### config.mk
export PLATFORM = sky130hd
export DESIGN_NAME = ccp_interrupt_flag_register
export DESIGN_NICKNAME = d
export VERILOG_FILES = /design/src/common/ccp_flags_pkg.sv /design/src/hdl/ccp_interrupt_flag_register.sv
export SDC_FILE = /design/constraint.sdc
export NUM_CORES = 1
export LEC_CHECK = 0
export ABC_AREA = 1
export CAP_MARGIN = 15
export CORE_MARGIN = 8
export CORE_UTILIZATION = 35
export DETAILED_ROUTE_END_ITERATION = 7
export DONT_BUFFER_PORTS = 1
export HOLD_SLACK_MARGIN = 0.02
export PLACE_DENSITY = 0.47
export SLEW_MARGIN = 30
export SYNTH_ARGS = -nofsm -noshare
export SYNTH_HDL_FRONTEND = slang
export SYNTH_SLANG_ARGS = --single-unit
### constraint.sdc
create_clock -name clock -period 1.46 [get_ports clock]
set_input_delay 0.219 -clock clock [delete_from_list [all_inputs] [get_ports clock]]
set_output_delay 0.219 -clock clock [all_outputs]
set_load 0.03 [all_outputs]
### src/common/ccp_flags_pkg.sv
// Package: register map, field layout, reset values and modes of the event flag block
package ccp_flags_pkg;

	// Register word offsets (byte addresses, word aligned)
	localparam logic [3:0] flags_offset     = 4'h0;
	localparam logic [3:0] mask_offset      = 4'h4;
	localparam logic [3:0] irq_stat_offset  = 4'h8;
	localparam logic [3:0] mode_offset      = 4'hC;

	// Field layout
	localparam int         unit_count       = 5;
	localparam int         unit1_bit        = 0;
	localparam int         flags_width      = 8;
	localparam int         mode_width       = 2;
	localparam int         mode_reg_width   = 10;

	// Reset values
	localparam logic [4:0] flags_reset      = 5'h00;
	localparam logic [4:0] mask_reset       = 5'h00;
	localparam logic [9:0] mode_reset       = 10'h000;
	localparam logic [31:0] unmapped_read   = 32'h00000000;

	// Unit operating modes
	typedef enum logic [1:0] {
		mode_off,
		mode_capture,
		mode_compare,
		mode_pwm
	} unit_operating_mode_t;

endpackage : ccp_flags_pkg

### src/hdl/ccp_interrupt_flag_register.sv
// Event flag register for five capture/compare/PWM units, Avalon-MM slave
//
// Behaviour
// - Unit N flag sits at bit N-1
// - Bits seven to five read zero, ignore writes
// - Capture mode: capture event sets unit flag
// - Compare mode: match event sets unit flag
// - PWM mode: trailing edge sets unit flag
// - Hardware never clears; software clears flags
// - All flags reset to zero on reset
//
// Implementation choices: the placing of the registers and the Avalon-MM interface to the registers.
`timescale 1ns/10ps
module ccp_interrupt_flag_register (
	// Clock and reset
	input  wire logic        clock,
	input  wire logic        reset,
	// Avalon-MM slave
	input  wire logic [3:0]  address,
	input  wire logic        read,
	input  wire logic        write,
	input  wire logic [31:0] writedata,
	input  wire logic [3:0]  byteenable,
	output logic      [31:0] readdata,
	output logic             waitrequest,
	// Unit event pulses, one bit per unit
	input  wire logic [4:0]  capture_event,
	input  wire logic [4:0]  compare_event,
	input  wire logic [4:0]  pwm_trailing_edge,
	// Flags and interrupt
	output logic      [4:0]  ccp_event_flags,
	output logic             irq
);

	////////////////////////////////////////////////////////////////////////////
	// Registers
	logic [4:0] flags_r;
	logic [4:0] flags_nxt;
	logic [4:0] mask_r;
	logic [4:0] mask_nxt;
	logic [9:0] mode_r;
	logic [4:0] hardware_set;
	logic [4:0] sw_clear;
	logic       ack_r;
	logic       wr_lo;

	// Mode field of one unit
	function automatic ccp_flags_pkg::unit_operating_mode_t unit_mode(
		input logic [9:0] modes, input int unit);
		unit_mode = ccp_flags_pkg::unit_operating_mode_t'(modes[unit*2 +: 2]);
	endfunction : unit_mode

	////////////////////////////////////////////////////////////////////////////
	// Event qualification by mode, unit N on bit N-1
	always_comb begin
		for (int i = 0; i < ccp_flags_pkg::unit_count; i++) begin
			unique case (unit_mode(mode_r, i))
				ccp_flags_pkg::mode_capture: hardware_set[i] = capture_event[i];
				ccp_flags_pkg::mode_compare: hardware_set[i] = compare_event[i];
				ccp_flags_pkg::mode_pwm:     hardware_set[i] = pwm_trailing_edge[i];
				ccp_flags_pkg::mode_off:     hardware_set[i] = 1'b0;
			endcase
		end
	end

	// Access accepted on the second cycle of a request
	assign wr_lo = write && ack_r && byteenable[0];

	// Software writes zero to clear; bits above 4 are dropped
	always_comb begin
		sw_clear = '0;
		if (wr_lo && address == ccp_flags_pkg::flags_offset) begin
			sw_clear = ~writedata[4:0];
		end
		flags_nxt = (flags_r & ~sw_clear) | hardware_set;
	end

	// Next mask, so irq tracks a mask write in the same cycle as the flags
	always_comb begin
		mask_nxt = mask_r;
		if (wr_lo && address == ccp_flags_pkg::mask_offset) begin
			mask_nxt = writedata[4:0];
		end
	end

	////////////////////////////////////////////////////////////////////////////
	// Flag register
	always_ff @(posedge clock) begin
		if (reset) begin
			flags_r <= ccp_flags_pkg::flags_reset;
		end else begin
			flags_r <= flags_nxt;
		end
	end

	// Mask and mode registers
	always_ff @(posedge clock) begin
		if (reset) begin
			mask_r <= ccp_flags_pkg::mask_reset;
			mode_r <= ccp_flags_pkg::mode_reset;
		end else begin
			mask_r <= mask_nxt;
			if (write && ack_r && address == ccp_flags_pkg::mode_offset) begin
				if (byteenable[0]) begin
					mode_r[7:0] <= writedata[7:0];
				end
				if (byteenable[1]) begin
					mode_r[9:8] <= writedata[9:8];
				end
			end
		end
	end

	////////////////////////////////////////////////////////////////////////////
	// Bus handshake: one wait cycle, then accept
	always_ff @(posedge clock) begin
		if (reset) begin
			ack_r       <= 1'b0;
			waitrequest <= 1'b1;
		end else begin
			ack_r       <= (read || write) && !ack_r;
			waitrequest <= !((read || write) && !ack_r); // Idle high, low in the accept cycle
		end
	end

	// Read data registered in the wait cycle
	always_ff @(posedge clock) begin
		if (reset) begin
			readdata <= ccp_flags_pkg::unmapped_read;
		end else if (read && !ack_r) begin
			unique case (address)
				ccp_flags_pkg::flags_offset:    readdata <= {27'h0, flags_nxt};
				ccp_flags_pkg::mask_offset:     readdata <= {27'h0, mask_r};
				ccp_flags_pkg::irq_stat_offset: readdata <= {27'h0, flags_nxt & mask_r};
				ccp_flags_pkg::mode_offset:     readdata <= {22'h0, mode_r};
				default:                        readdata <= ccp_flags_pkg::unmapped_read;
			endcase
		end
	end

	////////////////////////////////////////////////////////////////////////////
	// Outputs from flip-flops
	always_ff @(posedge clock) begin
		if (reset) begin
			ccp_event_flags <= ccp_flags_pkg::flags_reset;
			irq             <= 1'b0;
		end else begin
			ccp_event_flags <= flags_nxt;
			irq             <= |(flags_nxt & mask_nxt);
		end
	end

	////////////////////////////////////////////////////////////////////////////
	// Assertions
	property p_flag_position;
		@(posedge clock) disable iff (reset)
		(unit_mode(mode_r, 0) == ccp_flags_pkg::mode_capture && capture_event[0])
			|=> flags_r[0];
	endproperty
	a_flag_position: assert property (p_flag_position) else $error("unit1 not bit0");

	property p_upper_zero;
		@(posedge clock) disable iff (reset)
		(read && ack_r && address == ccp_flags_pkg::flags_offset) |-> readdata[31:5] == 27'h0;
	endproperty
	a_upper_zero: assert property (p_upper_zero) else $error("upper bits nonzero");

	property p_capture_set;
		@(posedge clock) disable iff (reset)
		(unit_mode(mode_r, 2) == ccp_flags_pkg::mode_capture && capture_event[2])
			|=> flags_r[2] && ccp_event_flags[2];
	endproperty
	a_capture_set: assert property (p_capture_set) else $error("capture lost");

	property p_compare_set;
		@(posedge clock) disable iff (reset)
		(unit_mode(mode_r, 3) == ccp_flags_pkg::mode_compare && compare_event[3]) |=> flags_r[3];
	endproperty
	a_compare_set: assert property (p_compare_set) else $error("match lost");

	property p_pwm_set;
		@(posedge clock) disable iff (reset)
		(unit_mode(mode_r, 4) == ccp_flags_pkg::mode_pwm && pwm_trailing_edge[4]) |=> flags_r[4];
	endproperty
	a_pwm_set: assert property (p_pwm_set) else $error("edge lost");

	property p_no_self_clear;
		@(posedge clock) disable iff (reset)
		(($past(flags_r) & ~flags_r) != 5'h00)
			|-> $past(wr_lo && address == ccp_flags_pkg::flags_offset)
			&& (($past(flags_r) & ~flags_r & $past(writedata[4:0])) == 5'h00);
	endproperty
	a_no_self_clear: assert property (p_no_self_clear) else $error("flag self cleared");

	property p_reset_zero;
		@(posedge clock) $past(reset) |-> flags_r == 5'h00 && !irq;
	endproperty
	a_reset_zero: assert property (p_reset_zero) else $error("flags not reset");

	property p_set_wins;
		@(posedge clock) disable iff (reset)
		(hardware_set != 5'h00 && sw_clear != 5'h00) |=> (flags_r & $past(hardware_set))
			== $past(hardware_set);
	endproperty
	a_set_wins: assert property (p_set_wins) else $error("clear beat set");

	property p_irq_level;
		@(posedge clock) disable iff (reset)
		irq == |(flags_r & mask_r);
	endproperty
	a_irq_level: assert property (p_irq_level) else $error("irq missing");

	// Every request sees exactly one wait cycle
	property p_one_wait;
		@(posedge clock) disable iff (reset)
		((read || write) && waitrequest) |=> !waitrequest;
	endproperty
	a_one_wait: assert property (p_one_wait) else $error("no accept after wait");

	property p_accept_once;
		@(posedge clock) disable iff (reset)
		!waitrequest |=> waitrequest;
	endproperty
	a_accept_once: assert property (p_accept_once) else $error("accept held two cycles");

	c_capture: cover property (@(posedge clock) disable iff (reset) $rose(flags_r[0]));
	c_clear:   cover property (@(posedge clock) disable iff (reset) $fell(flags_r[4]));
	c_race:    cover property (@(posedge clock) disable iff (reset)
		(hardware_set & sw_clear) != 5'h00);
	c_irq:     cover property (@(posedge clock) disable iff (reset) $rose(irq));

endmodule : ccp_interrupt_flag_register

==> reports/results.txt, run 1 <==
outcome = finished, violations left
violated checks = hold timing
DRC = 0
most frequent cells in the layout = 54 x nand2_1, 32 x dfxtp_1, 29 x a21oi_1, 28 x inv_1, 22 x conb_1
max-cap viol count = 0
cell area after layout = 1950 sq um
initial DRC count = 49
grt total ovfl = 0
vias in the first global route = 1508
f_max = 743 MHz
register area share after synthesis = 0.379
per-cell routed wire length = 13.7 microns
Reg2Reg Depth = 10
TritonCTS clock tree = yes
mux cell area share after synthesis = 0
Starting Density = 0.366
clock buffer depth = 2
gpl congestion = 0.751
Ant. Diodes = 0
WP data required = 1.65 ns
crit path DAT = 1.53 ns
#FFs+latches synth = 33
area of the multi-input gates = 866 sq um
Hold Path Origin = reset
syn avg cell area = 6.94 sq um
WHS Path Cells = 1
largest family of logic cells by synthesized area = simple AND/OR/NAND/NOR gates
Slew Limit Fails = 0
Rows = 25
Final Hold Violating Endpoints = 14
layout cells sized above 1 = 0.140
commonest non-fill, non-tap cell in the layout = nand2_1
PortBufs = 0
# H-tree levels = 2
Worst setup EP type = flop
Fin Hold WS = -0.00851 ns
setup slack after layout = 0.115 ns
Ports = 98
first-pass GRT wire length = 7310 microns
Synth cell types = 25
drt first pass iters = 4
Synth Area in Adders = 0
die outline height = 86.5 microns
CP max FO = 10
Final Skew = 0.00447 ns
area of the die = 7490 sq um
FF/Latch Area = 662 sq um
Tot GR Track Use = 0.125
detailed placement HPWL = 3530 microns
number of antenna-violating nets in the routed design = 0
P per Cell Area = 1110 nW/um^2
reg2reg setup slack = 0.11 ns
Compound-Gate Fraction of Synth Area = 0.160
root buf cell = clkbuf_8
Post-Synth Simple-Gate Area = 0.285
Mapped Cells = 251
Netlist Area Pre-Place = 1740 sq um
Post-Route WL = 4540 microns
FF-to-FF End = irq
DR vias = 1502
Hold Crit Class = primary input to flop
core area = 4750 sq um
crit path kind = flop to flop
layout net count = 323
drt via density = 4.52
chip width = 86.5 microns
Setup-failing EPs final = 0
final period utilization = 0.921
pre-CTS WS = 0.0282 ns
pin count of the biggest net entering global routing = 18
area grow syn2layout = 12.1%
Ys Warns = 0
P_leak = 0.838 nW
clock sink count = 33
CTS buffer count = 5
Hold Path Sink = ccp_event_flags[4]
RSZ-0062 raised after global routing = true
# fillers = 535
initial antenna violation count = 0
placed cell areas = 1790 sq um
fin crit period = 1.35 ns
RR Startpoint = ack_r
Setup crit start kind = flop
Setup TNS = 0 ns
Clock Pin Slew Worst Setup and Hold Paths = 0.07 ns
Peak VDD IR = 0.545 mV
Synth Area in XOR/XNOR = 0
worst skew pair latency = 0.29 ns
[synthesized netlist by cell type]
master / number / area share
nor2_1: 18 / 0.039
conb_1: 1 / 0.0022
o21ai_1: 7 / 0.020
nor2_4: 2 / 0.013
inv_1: 28 / 0.060
buf_2: 1 / 0.0029
nand3_2: 1 / 0.0057
and3_1: 3 / 0.011
o21ai_2: 1 / 0.0050
clkbuf_1: 3 / 0.0065
o21a_1: 2 / 0.0086
buf_4: 22 / 0.095
a21oi_1: 29 / 0.083
o21ai_0: 15 / 0.043
nor2_2: 1 / 0.0036
nand2_2: 2 / 0.0072
nor3_4: 1 / 0.0093
buf_1: 1 / 0.0022
nor2_8: 1 / 0.011
nand2_1: 57 / 0.12
nand4_1: 6 / 0.022
nand2_4: 1 / 0.0065
nand3_1: 12 / 0.034
dfxtp_1: 33 / 0.38
inv_2: 3 / 0.0065
[worst max-delay path, cell delays in order (launching register included)]
cell,delay (ns)
dfxtp_2,0.34
nand2_2,0.09
nor2_8,0.16
buf_4,0.14
nand2_4,0.08
nand2_1,0.07
o21ai_1,0.07
nand2_1,0.08
nand3_1,0.07
nor2_1,0.10
nor2_1,0.04
[worst max-delay path by stage]
stage / start / to / cells after the start
after global placement: ack_r / readdata[4] / 9
after CTS: ack_r / readdata[4] / 9
final: ack_r / irq / 10
after floorplan: ack_r / readdata[0] / 11
after global routing: ack_r / readdata[1] / 11
after detailed placement: ack_r / readdata[4] / 9
[cell type report]
type | instances | area share
Multi-Input combinational cell | 181 | 0.444
Timing Repair Buffer | 12 | 0.0462
Inverter | 31 | 0.0596
Tap cell | 67 | 0.0429
Clock buffer | 5 | 0.0353
Clock inverter | 3 | 0.0333
Sequential cell | 33 | 0.339
[sequential cells by signal, indices dropped and copies added, names as in the netlist]
| name | flops |
|---|---|
| mode_r | 10 |
| waitrequest | 1 |
| mask_r | 5 |
| ccp_event_flags | 5 |
| irq | 1 |
| ack_r | 1 |
| readdata | 10 |
[repair_timing]
item,4_1_cts,5_1_grt
resized for setup,0,4
setup buffers,0,2
endpoints found under the setup margin,0,6
hold endpoints to repair,16,16
[metrics by stage]
step	total power (W)	utilization	cells
after floorplan	0.00116	-	272
after detailed placement	0.00114	0.377	322
final	0.00217	0.411	332
after global routing	0.00225	0.411	332
after global placement	0.00114	0.377	322
after CTS	0.00218	0.406	330
[cells by family after synthesis]
family | Yosys count
other cells | 1
buf+inv | 58
simple gates | 105
flops | 33
compound gates | 54
[power by group]
group          internal [W]  switching [W]
Sequential         0.000917      0.0000331
Combinational     0.0000344       0.000145
Clock              0.000678       0.000360
[routing by layer]
metal / vias up / global-route usage / share of wire
li1: 782 / - / -
met1: 675 / 0.126 / 0.38
met2: 40 / 0.219 / 0.51
met3: 5 / 0.0539 / 0.088
met4: 0 / 0.0516 / 0.016
met5: - / 0 / 0
Note: power is estimated with default switching activity, not from simulation.
==> run 2, diff against run 1 <==
CORE_UTILIZATION = 50   (was 35)
CTS_CLUSTER_DIAMETER = 30   (was default)
PLACE_DENSITY = 0.66   (was 0.47)
clock period = 1.1 ns   (was 1.46 ns; I/O delays follow)
==> run 2 against run 1 <==
  * Clock power down 32%
  * The flow finishes with violations (hold timing, setup timing)
  * Via count up 19%
  * Sequential cell count unchanged
  * Combinational power up 110%
  * Non-clock buffer count up 45
  * Critical path depth up 2
  * Final area up 21%
  * Global-route usage up 4.6 points
  * Register-to-register slack worse by 0.34 ns
  * Wire length up 8.0%
==> reports/results.txt, run 2 (synthesized netlist as in run 1, its figures left out) <==
outcome = finished, violations left (unchanged)
violated checks = hold timing, setup timing (was hold timing)
Final Hold Violating Endpoints = 16 (was 14)
Setup-failing EPs final = 17 (was 0)
area of the die = 5630 sq um (was 7490 sq um)
initial antenna violation count = 0 (unchanged)
reg2reg setup slack = -0.23 ns (was 0.11 ns)
chip width = 75.0 microns (was 86.5 microns)
Final Skew = 0.00370 ns (was 0.00447 ns)
max-cap viol count = 0 (unchanged)
PortBufs = 0 (unchanged)
WP data required = 1.35 ns (was 1.65 ns)
Rows = 21 (was 25)
clock buffer depth = 2 (unchanged)
pre-CTS WS = -0.205 ns (was 0.0282 ns)
worst skew pair latency = 0.35 ns (was 0.29 ns)
final period utilization = 1.21 (was 0.921)
root buf cell = clkbuf_4 (was clkbuf_8)
Post-Route WL = 4900 microns (was 4540 microns)
CP max FO = 6 (was 10)
pin count of the biggest net entering global routing = 18 (unchanged)
FF-to-FF End = readdata[3] (was irq)
Reg2Reg Depth = 12 (was 10)
detailed placement HPWL = 3490 microns (was 3530 microns)
Fin Hold WS = -0.135 ns (was -0.00851 ns)
RR Startpoint = ack_r (unchanged)
Hold Path Origin = reset (unchanged)
grt total ovfl = 0 (unchanged)
Setup crit start kind = flop (unchanged)
DRC = 0 (unchanged)
fin crit period = 1.33 ns (was 1.35 ns)
vias in the first global route = 1751 (was 1508)
initial DRC count = 147 (was 49)
layout cells sized above 1 = 0.319 (was 0.140)
Starting Density = 0.522 (was 0.366)
P per Cell Area = 979 nW/um^2 (was 1110 nW/um^2)
CTS buffer count = 5 (unchanged)
clock sink count = 33 (unchanged)
drt first pass iters = 4 (unchanged)
first-pass GRT wire length = 7350 microns (was 7310 microns)
Hold Crit Class = primary input to flop (unchanged)
Clock Pin Slew Worst Setup and Hold Paths = 0.09 ns (was 0.07 ns)
Worst setup EP type = flop (unchanged)
commonest non-fill, non-tap cell in the layout = nand2_1 (unchanged)
RSZ-0062 raised after global routing = true (unchanged)
Ports = 98 (unchanged)
Ant. Diodes = 0 (unchanged)
f_max = 754 MHz (was 743 MHz)
# H-tree levels = 2 (unchanged)
number of antenna-violating nets in the routed design = 0 (unchanged)
core area = 3340 sq um (was 4750 sq um)
DR vias = 1785 (was 1502)
WHS Path Cells = 1 (unchanged)
DP Cell Count = 336 (was 322)
Peak VDD IR = 0.629 mV (was 0.545 mV)
Hold Path Sink = readdata[4] (was ccp_event_flags[4])
Setup TNS = -1.82 ns (was 0 ns)
TritonCTS clock tree = yes (unchanged)
crit path DAT = 1.58 ns (was 1.53 ns)
crit path kind = flop to flop (unchanged)
Tot GR Track Use = 0.171 (was 0.125)
Final Util = 0.708 (was 0.411)
die outline height = 75.0 microns (was 86.5 microns)
Largest regs = mode_r: 10 flops, readdata: 10 flops (unchanged)
setup slack after layout = -0.227 ns (was 0.115 ns)
gpl congestion = 0.885 (was 0.751)
per-cell routed wire length = 13.8 microns (was 13.7 microns)
P_leak = 1.05 nW (was 0.838 nW)
drt via density = 5.01 (was 4.52)
layout net count = 369 (was 323)
area grow syn2layout = 35.6% (was 12.1%)
most frequent cells in the layout = 49 x nand2_1, 42 x buf_4, 30 x dfxtp_1, 26 x inv_1, 26 x a21oi_1 (was 54 x nand2_1, 32 x dfxtp_1, 29 x a21oi_1, 28 x inv_1, 22 x conb_1)
Slew Limit Fails = 0 (unchanged)
final cell count without fillers = 356 (was 332)
==> run 2: cell types whose count changed in the layout (fill, tap and decap cells not counted), sizes merged <==
cell	change
clkbuf	+2
nand2	+1
dlygate4sd3	+9
buf	+36
clkinv	-1
bufinv	-2
==> run 2: per-layer routing <==
| metal | up-vias | GRT usage | part of all wire | wire length (microns) |
|---|---|---|---|---|
| met4 | 0 | 0.0826 | 0.024 | 119 |
| li1 | 884 | - | - | - |
| met2 | 71 | 0.295 | 0.50 | 2430 |
| met3 | 17 | 0.0866 | 0.10 | 498 |
| met5 | - | 0 | 0 | 0 |
| met1 | 813 | 0.166 | 0.38 | 1850 |
==> run 2: per-stage QoR <==
step / total power, W / area, sq um
after floorplan: 0.00155 / 1830
after global placement: 0.00156 / 2050
after detailed placement: 0.00156 / 2050
after CTS: 0.00229 / 2240
after global routing: 0.00240 / 2360
final: 0.00231 / 2360
==> run 2: timing repair <==
action                                  in CTS  in global routing
gates resized for setup                     17                 28
endpoints found under the setup margin      21                 25
hold buffers                                 8                  1
pin swaps                                    4                  6
endpoints found under the hold margin       24                 17
gates cloned                                 0                  1
setup buffers                                1                  2
==> run 2: final cells by class <==
class / count / area, sq um
Tap cell: 46 / 57.6
Timing Repair Buffer: 57 / 482
Inverter: 31 / 116
Multi-Input combinational cell: 182 / 987
Sequential cell: 33 / 664
Fill cell: 286 / 975
Clock buffer: 7 / 55.1
==> run 2: how the worst max path moves through the flow <==
stage / slack (ns) / from / cells after the start / endpoint
after floorplan: -0.10 / ack_r / 11 / readdata[0]
after global placement: -0.20 / ack_r / 9 / readdata[4]
after detailed placement: -0.20 / ack_r / 9 / readdata[4]
after CTS: -0.18 / ack_r / 9 / readdata[4]
after global routing: -0.32 / ack_r / 12 / readdata[3]
final: -0.23 / ack_r / 12 / readdata[3]
==> run 2: critical path, stage by stage, from the launching register on <==
cell	delay [ns]
dfxtp_2	0.36
nand2_4	0.06
nor2_8	0.12
buf_4	0.14
nand4_1	0.07
nand2_1	0.08
nand2_2	0.07
nand2_1	0.06
nand2_1	0.05
nand2_1	0.05
nand2_1	0.05
nand2_1	0.05
a21oi_1	0.05
==> run 2: where the power goes <==
part | leakage (nW) | switching, W | internal (W)
clock network | 0.0314 | 0.000405 | 0.000301
registers | 0.269 | 0.0000177 | 0.00122
logic | 0.753 | 0.000253 | 0.000119
